[config.mk]
export PLATFORM = sky130hd
export DESIGN_NAME = io_controller
export DESIGN_NICKNAME = d
export VERILOG_FILES = /design/src/io_ctl_pkg.sv /design/src/flag_unit.sv /design/src/io_controller.sv
export SDC_FILE = /design/constraint.sdc
export NUM_CORES = 1
export LEC_CHECK = 0
export ABC_CLOCK_PERIOD_IN_PS = 4600
export BUFFER_PORTS_ARGS = -buffer_cell sky130_fd_sc_hd__buf_4
export CAP_MARGIN = 20
export CORE_MARGIN = 8
export CORE_UTILIZATION = 53
export CTS_CLUSTER_SIZE = 20
export DETAILED_ROUTE_END_ITERATION = 12
export PLACE_DENSITY_LB_ADDON = 0.25
export SLEW_MARGIN = 15
export SYNTH_ARGS = -nofsm -noshare
export SYNTH_HDL_FRONTEND = slang
export SYNTH_SLANG_ARGS = --single-unit
[constraint.sdc]
create_clock -name clock -period 4.6 [get_ports clock]
set_input_delay 0.92 -clock clock [delete_from_list [all_inputs] [get_ports clock]]
set_output_delay 0.92 -clock clock [all_outputs]
set_load 0.01 [all_outputs]
[src/io_ctl_pkg.sv]
// Contract
// RULE1: read third input buffer, then flag function
// RULE2: unused returned data bits drive zero
// RULE3: data-out loads selected output buffer
// RULE4: flag update follows data transfer
// RULE5: no-transfer changes flags only, no data
// RULE6: skip test reports, flags unchanged
// RULE7: peripheral completion sets completion flag
// RULE8: shared request when completion and unmasked
// RULE9: processor enable flag acts as activity flag
// RULE10: processor ignores requests while disabled
// RULE11: processor enable cleared at reset
// RULE12: masked controller never requests
// RULE13: masked request pending until unmasked
// RULE14: mask broadcast loads mask from assigned bit
// RULE15: mask cleared at reset
// RULE16: interrupt only at boundary, no channel request
// RULE17: channel requests served before interrupt
// RULE18: interrupt entry clears enable, translation off (model has no translation; entry only clears enable)
// RULE19: entry saves program counter at zero
// RULE20: entry jumps indirect through location one
// RULE21: flag field none, start, clear, pulse
// RULE22: test field activity or completion, one/zero
// RULE23: three-bit operation code decode
package io_ctl_pkg;
   localparam int word_w = 16;
   localparam int in_bits = 8;         // bits the third input buffer returns
   localparam int out_bits = 16;       // bits each output buffer keeps
   localparam int mask_bit = 3;        // accumulator bit assigned to this unit
   localparam logic [1:0] flag_none = 2'h0;
   localparam logic [1:0] flag_start = 2'h1;
   localparam logic [1:0] flag_clear = 2'h2;
   localparam logic [1:0] flag_pulse = 2'h3;
   localparam logic [1:0] test_act_one = 2'h0;
   localparam logic [1:0] test_act_zero = 2'h1;
   localparam logic [1:0] test_done_one = 2'h2;
   localparam logic [1:0] test_done_zero = 2'h3;
   localparam logic [2:0] op_flag_only = 3'h0;
   localparam logic [2:0] op_in_first = 3'h1;
   localparam logic [2:0] op_out_first = 3'h2;
   localparam logic [2:0] op_in_second = 3'h3;
   localparam logic [2:0] op_out_second = 3'h4;
   localparam logic [2:0] op_in_third = 3'h5;
   localparam logic [2:0] op_out_third = 3'h6;
   localparam logic [2:0] op_skip = 3'h7;
   localparam logic [word_w-1:0] word_reset = 16'h0000;

   typedef struct packed {
      logic valid;
      logic [2:0] op;
      logic [1:0] fn;
      logic [word_w-1:0] acc;
   } io_cmd_s;

   typedef enum logic [2:0] {
      st_idle = 3'b001,
      st_xfer = 3'b010,
      st_flag = 3'b100
   } seq_e;
endpackage

[src/flag_unit.sv]
`timescale 1ns/1ps
// activity/completion/mask flags with the shared request output
module flag_unit
   import io_ctl_pkg::*;
(
   input wire logic clock,
   input wire logic rst_n,
   input wire logic apply,
   input wire logic [1:0] fn,
   input wire logic finish,
   input wire logic mask_load,
   input wire logic mask_val,
   output logic active,
   output logic done,
   output logic masked,
   output logic pulse,
   output logic irq
);
   typedef struct packed {
      logic active;
      logic done;
      logic masked;
      logic pulse;
      logic irq;
   } flags_s;
   flags_s q_reg, q_next;

   always_comb begin
      q_next = q_reg;
      q_next.pulse = 1'b0;
      // RULE21: flag field decode
      if (apply) begin
         case (fn)
            flag_start: begin
               q_next.active = 1'b1;
               q_next.done = 1'b0;
            end
            flag_clear: begin
               q_next.active = 1'b0;
               q_next.done = 1'b0;
            end
            flag_pulse: q_next.pulse = 1'b1;
            default: ;
         endcase
      end
      // RULE7: completion sets done; set beats a clear in the same cycle
      if (finish) begin
         q_next.active = 1'b0;
         q_next.done = 1'b1;
      end
      // RULE14: mask from assigned bit
      if (mask_load)
         q_next.masked = mask_val;
      // RULE8: request while done and unmasked
      // RULE12: masked never requests; RULE13 pending done survives mask
      q_next.irq = q_next.done & ~q_next.masked;
   end

   // RULE15: mask cleared on reset
   always_ff @(posedge clock) begin
      if (!rst_n)
         q_reg <= '0;
      else
         q_reg <= q_next;
   end

   assign active = q_reg.active;
   assign done = q_reg.done;
   assign masked = q_reg.masked;
   assign pulse = q_reg.pulse;
   assign irq = q_reg.irq;

   // a_irq_follows: RULE8
   a_irq_follows: assert property (@(posedge clock) disable iff (!rst_n)
      irq == (done & ~masked))
      else $error("request not matching flags");
   // a_mask_blocks: RULE12
   a_mask_blocks: assert property (@(posedge clock) disable iff (!rst_n)
      masked |-> !irq)
      else $error("masked unit requests");
   // a_unmask_pends: RULE13
   a_unmask_pends: assert property (@(posedge clock) disable iff (!rst_n)
      (masked && done && mask_load && !mask_val && !apply) |=> irq)
      else $error("pending request lost");
   // a_finish_sets: RULE7
   a_finish_sets: assert property (@(posedge clock) disable iff (!rst_n)
      finish |=> done)
      else $error("completion not set");
endmodule

[src/io_controller.sv]
`timescale 1ns/1ps
module io_controller
   import io_ctl_pkg::*;
(
   input wire logic clock,
   input wire logic rst_n,
   input wire io_cmd_s cmd,
   input wire logic mask_broadcast,
   input wire logic [word_w-1:0] mask_word,
   input wire logic peripheral_finish,
   input wire logic [in_bits-1:0] third_in_data,
   output logic [word_w-1:0] read_data,
   output logic read_valid,
   output logic skip,
   output logic skip_valid,
   output logic [out_bits-1:0] first_out_buf,
   output logic [out_bits-1:0] second_out_buf,
   output logic [out_bits-1:0] third_out_buf,
   output logic activity,
   output logic completion,
   output logic int_mask,
   output logic special_pulse,
   output logic int_request
);
   typedef struct packed {
      seq_e st;
      logic [1:0] fn;
      logic [word_w-1:0] rd;
      logic rv;
      logic sk;
      logic sv;
      logic [out_bits-1:0] ob1;
      logic [out_bits-1:0] ob2;
      logic [out_bits-1:0] ob3;
      logic fin;
   } ctl_s;
   ctl_s s_reg, s_next;
   logic act_w, done_w, apply_w;

   ////////////////////////////////////////////////////////////////////
   // test field evaluation
   function automatic logic test_hit(input logic [1:0] t,
                                     input logic a, input logic d);
      case (t)
         test_act_one: test_hit = a;
         test_act_zero: test_hit = ~a;
         test_done_one: test_hit = d;
         default: test_hit = ~d;
      endcase
   endfunction

   ////////////////////////////////////////////////////////////////////
   // instruction sequencer: transfer in one cycle, flags two cycles later; no-transfer flags one cycle later
   always_comb begin
      s_next = s_reg;
      s_next.rv = 1'b0;
      s_next.sv = 1'b0;
      s_next.fin = peripheral_finish; // finish registered once, same domain
      apply_w = 1'b0;
      case (s_reg.st)
         st_idle: begin
            if (cmd.valid) begin
               s_next.fn = cmd.fn;
               // RULE23: opcode decode
               case (cmd.op)
                  op_in_third: begin
                     // RULE1: return third buffer
                     // RULE2: unused bits zero
                     s_next.rd = {{(word_w-in_bits){1'b0}}, third_in_data};
                     s_next.rv = 1'b1;
                     s_next.st = st_xfer;
                  end
                  op_in_first, op_in_second: begin
                     // buffers not built here read as zero
                     s_next.rd = word_reset;
                     s_next.rv = 1'b1;
                     s_next.st = st_xfer;
                  end
                  // RULE3: load output buffers
                  op_out_first: begin
                     s_next.ob1 = cmd.acc[out_bits-1:0];
                     s_next.st = st_xfer;
                  end
                  op_out_second: begin
                     s_next.ob2 = cmd.acc[out_bits-1:0];
                     s_next.st = st_xfer;
                  end
                  op_out_third: begin
                     s_next.ob3 = cmd.acc[out_bits-1:0];
                     s_next.st = st_xfer;
                  end
                  op_skip: begin
                     // RULE6: report test, flags left alone
                     // RULE22: test field decode
                     s_next.sk = test_hit(cmd.fn, act_w, done_w);
                     s_next.sv = 1'b1;
                  end
                  // RULE5: no-transfer only touches flags
                  default: s_next.st = st_flag;
               endcase
            end
         end
         st_xfer: s_next.st = st_flag;
         st_flag: begin
            // RULE4: flags after transfer completes
            apply_w = 1'b1;
            s_next.st = st_idle;
         end
         default: s_next.st = st_idle;
      endcase
   end

   always_ff @(posedge clock) begin
      if (!rst_n) begin
         s_reg <= '0;
         s_reg.st <= st_idle;
      end else
         s_reg <= s_next;
   end

   ////////////////////////////////////////////////////////////////////
   // flags; pulse and request come from flops inside the unit
   flag_unit u_flags (
      .clock(clock),
      .rst_n(rst_n),
      .apply(apply_w),
      .fn(s_reg.fn),
      .finish(s_reg.fin),
      .mask_load(mask_broadcast),
      .mask_val(mask_word[mask_bit]),
      .active(act_w),
      .done(done_w),
      .masked(int_mask),
      .pulse(special_pulse),
      .irq(int_request)
   );

   assign activity = act_w;
   assign completion = done_w;
   assign read_data = s_reg.rd;
   assign read_valid = s_reg.rv;
   assign skip = s_reg.sk;
   assign skip_valid = s_reg.sv;
   assign first_out_buf = s_reg.ob1;
   assign second_out_buf = s_reg.ob2;
   assign third_out_buf = s_reg.ob3;

   // a_skip_keeps: RULE6
   a_skip_keeps: assert property (@(posedge clock) disable iff (!rst_n)
      (s_reg.st == st_idle && cmd.valid && cmd.op == op_skip
       && !s_reg.fin) |=> $stable(activity) && $stable(completion))
      else $error("skip changed flags");
   // a_read_zero: RULE2
   a_read_zero: assert property (@(posedge clock) disable iff (!rst_n)
      read_valid |-> read_data[word_w-1:in_bits] == '0)
      else $error("unused bits not zero");
   // a_start_late: RULE4
   a_start_late: assert property (@(posedge clock) disable iff (!rst_n)
      (s_reg.st == st_idle && cmd.valid && cmd.op == op_out_first
       && cmd.fn == flag_start) |=> ##2 activity)
      else $error("start not applied after transfer");
   // a_load_buf: RULE3
   a_load_buf: assert property (@(posedge clock) disable iff (!rst_n)
      (s_reg.st == st_idle && cmd.valid && cmd.op == op_out_third)
      |=> third_out_buf == $past(cmd.acc))
      else $error("third buffer not loaded");
endmodule

==> results of run 1 <==
## area by class of cell
class | count | area share (%)
Sequential cell | 70 | 37.9
Multi-Input combinational cell | 191 | 33.9
Timing Repair Buffer | 99 | 20.1
Clock buffer | 12 | 4.20
Tap cell | 75 | 2.54
Clock inverter | 4 | 1.22
Inverter | 1 | 0.102
## placed cells by master (no fill, tap or decap), types with 2 or more instances in the layout
| master | synthesis | final |
|---|---|---|
| a21boi_0 | 10 | 10 |
| nor2b_1 | 2 | 2 |
| nand4_1 | 8 | 8 |
| nor2_1 | 4 | 4 |
| o21ai_0 | 9 | 9 |
| mux2i_1 | 51 | 51 |
| conb_1 | 1 | 8 |
| nand3_1 | 2 | 2 |
| nand4b_1 | 2 | 2 |
| nor3_1 | 2 | 2 |
| or4b_1 | 2 | 2 |
| buf_4 | 65 | 99 |
| ha_1 | 2 | 2 |
| dfxtp_1 | 70 | 70 |
| nand2b_1 | 2 | 2 |
| a21oi_1 | 2 | 2 |
| clkbuf_8 | 0 | 11 |
| clkinv_2 | 0 | 3 |
| nand2_1 | 71 | 71 |
## critical path, delay by kind of cell
kind | cells | cell delay (ns)
buffers and inverters | 1 | 0.11
AND/OR/NAND/NOR | 2 | 1.28
multiplexers | 1 | 0.25
## cell usage after synthesis, drive strengths merged
master / instances
a21bo: 1
a21boi: 11
a21o: 1
a21oi: 2
and2: 1
and3: 1
and3b: 1
and4: 1
buf: 70
clkbuf: 14
conb: 1
dfxtp: 70
ha: 2
inv: 1
mux2i: 51
nand2: 71
nand2b: 2
nand3: 2
nand4: 8
nand4b: 2
nand4bb: 1
nor2: 4
nor2b: 2
nor3: 3
nor3b: 1
nor4bb: 1
o211ai: 1
o21ai: 9
or4b: 3
xor2: 1
## kinds of logic (layout without fill, tap and decap cells)
logic type                 Yosys count  after routing  synth area share, %
AOI/OAI and AO/OA                   25             25                 5.07
xor gates and xnor gates             1              1                0.273
adders and majority gates            2              2                0.780
buffers and inverters               85            116                 18.3
DFF                                 70             70                 43.7
muxes                               51             51                 15.9
other                                1              8                0.117
and+or+nand+nor                    104            104                 15.9
## per-stage QoR
stage	hold WS (ns)	area (µm²)	setup WS (ns)	power, mW
5_1_grt	0.434	3690	2.10	1.29
2_1_floorplan	0.399	3230	2.43	0.724
3_3_place_gp	0.407	3490	1.88	0.759
4_1_cts	0.416	3690	2.18	1.25
3_5_place_dp	0.406	3490	1.84	0.761
6_report	0.416	3690	2.19	1.24
## routing by layer
metal / wire (µm) / GRT usage, % / vias to the layer above
met4: 63 / 3.96 / 0
li1: - / - / 1127
met5: 0 / 0 / -
met3: 667 / 8.07 / 7
met1: 2830 / 16.7 / 1051
met2: 3210 / 24.6 / 69
## worst min path at each step
stage	endpoint	start	slack, ns	depth (start not counted)
after floorplan	u_flags.active	s_reg[0]	0.40	1
after global placement	u_flags.active	s_reg[0]	0.41	1
after detailed placement	u_flags.active	s_reg[0]	0.41	1
after CTS	u_flags.active	s_reg[0]	0.42	1
after global routing	u_flags.active	s_reg[0]	0.43	1
final	u_flags.active	s_reg[0]	0.42	1
## report_power, final
part,total (mW),switching [mW],internal [mW]
registers,0.630,0.00945,0.620
logic,0.117,0.0620,0.0550
clock network,0.491,0.213,0.278
==> impl_metrics.json, run 1 <==
{
  "status": "completed",
  "track_usage_pct": 15.1,
  "grt_pass1_vias": 2249,
  "fillerInstances": 533,
  "post-cts-setup-buffer-count": 0,
  "ff2ff_setup_slack_ns": 2.40,
  "vias": 2254,
  "dieArea_um2": 8800,
  "worst_pin_slew_ns": 1.11,
  "seq_area_um2": 1400,
  "r2r-end": "first_out_buf[9]",
  "final_util_pct": 62.8,
  "criticalPathCategory": "in2reg",
  "slew_headroom_pct": 26.1,
  "setup_tns_ns": 0,
  "drt_iter0_drc": 71,
  "worst_setup_path_start_kind": "input port",
  "period_needed_ns": 2.41,
  "cts-buffers-inserted": 9,
  "port_buffers": 98,
  "worstRegToRegCells": 3,
  "coreArea_um2": 5890,
  "finalHoldViolCount": 0,
  "synthDominantCellAreaShare_pct": 43.7,
  "hold_path.class": "reg2reg",
  "io_pins": 122,
  "ir_drop_v": 0.000179,
  "rsz0062_at_grt": "no",
  "worstPathArrival_ns": 2.58,
  "drv_cap": 0,
  "grt_pass1_wl_um": 10700,
  "wl_um": 6770,
  "critPathMaxStageDelay_ns": 1.04,
  "critical_path_peak_fanout": 16,
  "syn_inst": 339,
  "syn_to_final_growth_pct": 15.2,
  "syn_area_um2": 3210,
  "wire_per_inst_um": 15.0,
  "drv_slew": 0,
  "clkTransAtPathRegs_ns": 0.07,
  "postCtsHoldBufs": 0,
  "die_h_um": 93.8,
  "worstSetupEndpointType": "register",
  "chipWidth_um": 93.8,
  "multiInputGateArea_um2": 1250,
  "synth.ff_latch_count": 70,
  "fin_skew_ns": 0.00690,
  "fmax_mhz": 415,
  "drive_gt1_share_pct": 31.3,
  "ys_types": 36,
  "clk_path_buf_depth": 2,
  "cts-root-buf": "clkbuf_8",
  "grt-ovfl-total": 0,
  "htreeDepth": 3,
  "critical-path-slowest-cell": "or4b_1",
  "gp_congestion": 0.749,
  "tritoncts": "done",
  "antenna_found_initial": 0,
  "grt_max_degree": 85,
  "synth_top_area_cell": "dfxtp_1",
  "ctsResizeCount": 0,
  "drc_errors": 0,
  "p_leak_nw": 1.79,
  "fin_nets": 424,
  "ant_nets": 0,
  "endpoint": "first_out_buf[9]",
  "num_antenna_cells": 0,
  "via_per_inst": 4.99,
  "cts_sinks": 70,
  "startpoint": "cmd[21]",
  "rr_startpoint": "s_reg[70]",
  "post-dp-hpwl_um": 4750,
  "final_cells": 452,
  "initial_core_util_pct": 54.5,
  "path_cells": "buf_4, nand4bb_4, or4b_1, mux2i_1",
  "yosys-top-cells-area": "dfxtp_1 44%, mux2i_1 16%, buf_4 15%",
  "critPathRequiredTime_ns": 4.77,
  "syn_area_per_cell_um2": 9.46,
  "yosysWarnings": 0,
  "finalCritPeriodShare_pct": 52.3,
  "setup_viol": 0,
  "p_per_area_nw_per_um2": 335,
  "dp_cells": 436,
  "yosysSeqAreaShare_pct": 43.7,
  "clk_latency_ns": 0.33,
  "rows": 28,
  "firstDrtPassIters": 4
}
Note: power is estimated with default switching activity, not from simulation.
==> run 2, diff against run 1 <==
--- a/config.mk
+++ b/config.mk
@@ -5,11 +5,11 @@
 export SDC_FILE = /design/constraint.sdc
 export NUM_CORES = 1
 export LEC_CHECK = 0
-export ABC_CLOCK_PERIOD_IN_PS = 4600
+export ABC_CLOCK_PERIOD_IN_PS = 2200
 export BUFFER_PORTS_ARGS = -buffer_cell sky130_fd_sc_hd__buf_4
 export CAP_MARGIN = 20
 export CORE_MARGIN = 8
-export CORE_UTILIZATION = 53
+export CORE_UTILIZATION = 44
 export CTS_CLUSTER_SIZE = 20
 export DETAILED_ROUTE_END_ITERATION = 12
 export PLACE_DENSITY_LB_ADDON = 0.25
==> constraint.sdc (replaced) <==
create_clock -name clock -period 2.2 [get_ports clock]
set_input_delay 0.44 -clock clock [delete_from_list [all_inputs] [get_ports clock]]
set_output_delay 0.44 -clock clock [all_outputs]
set_load 0.01 [all_outputs]
==> run 2 against run 1 <==
  * Die area grew 17%
  * Sequential share of layout area shrank 1.0 points
  * Via count shrank 0.27%
  * Register-to-register slack lost 1.9 ns
  * Sequential power grew 110%
  * Global-route usage shrank 2.1 points
  * Core utilization shrank 9.9 points
==> impl_metrics.json, run 2 (synthesis gave the netlist of run 1 again) <==
{
  "status": "completed",
  "dieArea_um2": 10300,
  "critPathRequiredTime_ns": 2.40,
  "fmax_mhz": 581,
  "clk_latency_ns": 0.33,
  "drv_slew": 0,
  "clk_path_buf_depth": 2,
  "setup_ws_ns": 0.478,
  "seq_area_um2": 1400,
  "setup_tns_ns": 0,
  "cts_sinks": 70,
  "slew_headroom_pct": 60.1,
  "vias": 2248,
  "rsz0062_at_grt": "no",
  "firstDrtPassIters": 4,
  "final_cell_mix": "104 x buf_4, 71 x nand2_1, 70 x dfxtp_1, 51 x mux2i_1",
  "grt_pass1_vias": 2307,
  "p_per_area_nw_per_um2": 708,
  "worst_setup_path_start_kind": "register",
  "fillerInstances": 681,
  "via_per_inst": 4.66,
  "rows": 31,
  "coreArea_um2": 7180,
  "drc_errors": 0,
  "worstPathArrival_ns": 1.93,
  "drt_iter0_drc": 40,
  "track_usage_pct": 13.0,
  "layout_commonest_cell": "buf_4",
  "worstSetupEndpointType": "register",
  "finalHoldViolCount": 0,
  "multiInputGateArea_um2": 1250,
  "chipWidth_um": 101,
  "preCtsSetupSlack_ns": 0.411,
  "setup_viol": 0,
  "grt_max_degree": 44,
  "post-dp-hpwl_um": 4890,
  "criticalPathCategory": "reg2reg",
  "grt_pass1_wl_um": 10600,
  "cts-buffers-inserted": 9,
  "num_antenna_cells": 0,
  "htreeDepth": 3,
  "syn_to_final_growth_pct": 18.4,
  "ant_nets": 0,
  "period_needed_ns": 1.72,
  "final_util_pct": 52.9,
  "worst_pin_slew_ns": 0.597,
  "final_cells": 482,
  "p_leak_nw": 1.82,
  "wire_per_inst_um": 14.0,
  "fin_skew_ns": 0.00711,
  "ctsResizeCount": 0,
  "grt-ovfl-total": 0,
  "antenna_found_initial": 0,
  "finalCritPeriodShare_pct": 78.3,
  "initial_core_util_pct": 44.7,
  "postCtsHoldBufs": 0,
  "io_pins": 122,
  "clkTransAtPathRegs_ns": 0.07,
  "post-cts-setup-buffer-count": 0,
  "ir_drop_v": 0.000535,
  "hold_path.class": "in2reg",
  "wl_um": 6730,
  "port_buffers": 98,
  "critical_path_peak_fanout": 16,
  "drv_cap": 0,
  "drive_gt1_share_pct": 32.1,
  "gp_congestion": 0.690,
  "dp_cells": 466,
  "hold_ws_ns": 0.308,
  "die_h_um": 101,
  "tritoncts": "done",
  "fin_nets": 430,
  "cts-root-buf": "clkbuf_8"
}
-- run 2: worst max-delay path: stages, from the launching register on --
cell and delay [ns]:
dfxtp_1 0.47, nand4bb_4 0.18, or4b_1 0.53, buf_4 0.25, mux2i_1 0.15
-- run 2: worst paths after layout --
kind,from,end,slack (ns),cells past startpoint
worst min-delay path,peripheral_finish,s_reg[0],0.31,2
worst max register to register,s_reg[70],first_out_buf[12],0.48,4
worst min register to register,s_reg[0],u_flags.active,0.42,1
worst max-delay path,s_reg[70],first_out_buf[12],0.48,4
-- run 2: cell type report --
cell class / count / area share [%]
clock buffer: 12 / 3.82
timing repair buffer: 105 / 21.1
sequential: 70 / 36.9
inverter: 1 / 0.0988
multi-input combinational: 191 / 33.0
tap: 99 / 3.26
clock inverter: 4 / 1.85
-- run 2: where the power goes --
part	internal, mW	switching [mW]	leakage (nW)	total (mW)
Combinational	0.122	0.130	1.15	0.252
Clock	0.667	0.453	0.110	1.12
Sequential	1.30	0.0201	0.567	1.32
-- run 2: metrics by stage --
| step | power (mW) | instance area (µm²) |
|---|---|---|
| final | 2.69 | 3800 |
| after global routing | 2.80 | 3800 |
| after CTS | 2.72 | 3800 |
| after detailed placement | 1.60 | 3580 |
| after global placement | 1.60 | 3580 |
| after floorplan | 1.51 | 3230 |
-- run 2: layer usage --
layer | part of all wire (%) | wire (µm) | vias to the layer above | global-route usage (%)
met4 | 1.0 | 68 | 0 | 6.19
met5 | 0 | 0 | - | 0
li1 | - | - | 1134 | -
met3 | 8.7 | 582 | 7 | 5.22
met2 | 47 | 3170 | 61 | 21.9
met1 | 43 | 2910 | 1046 | 13.8
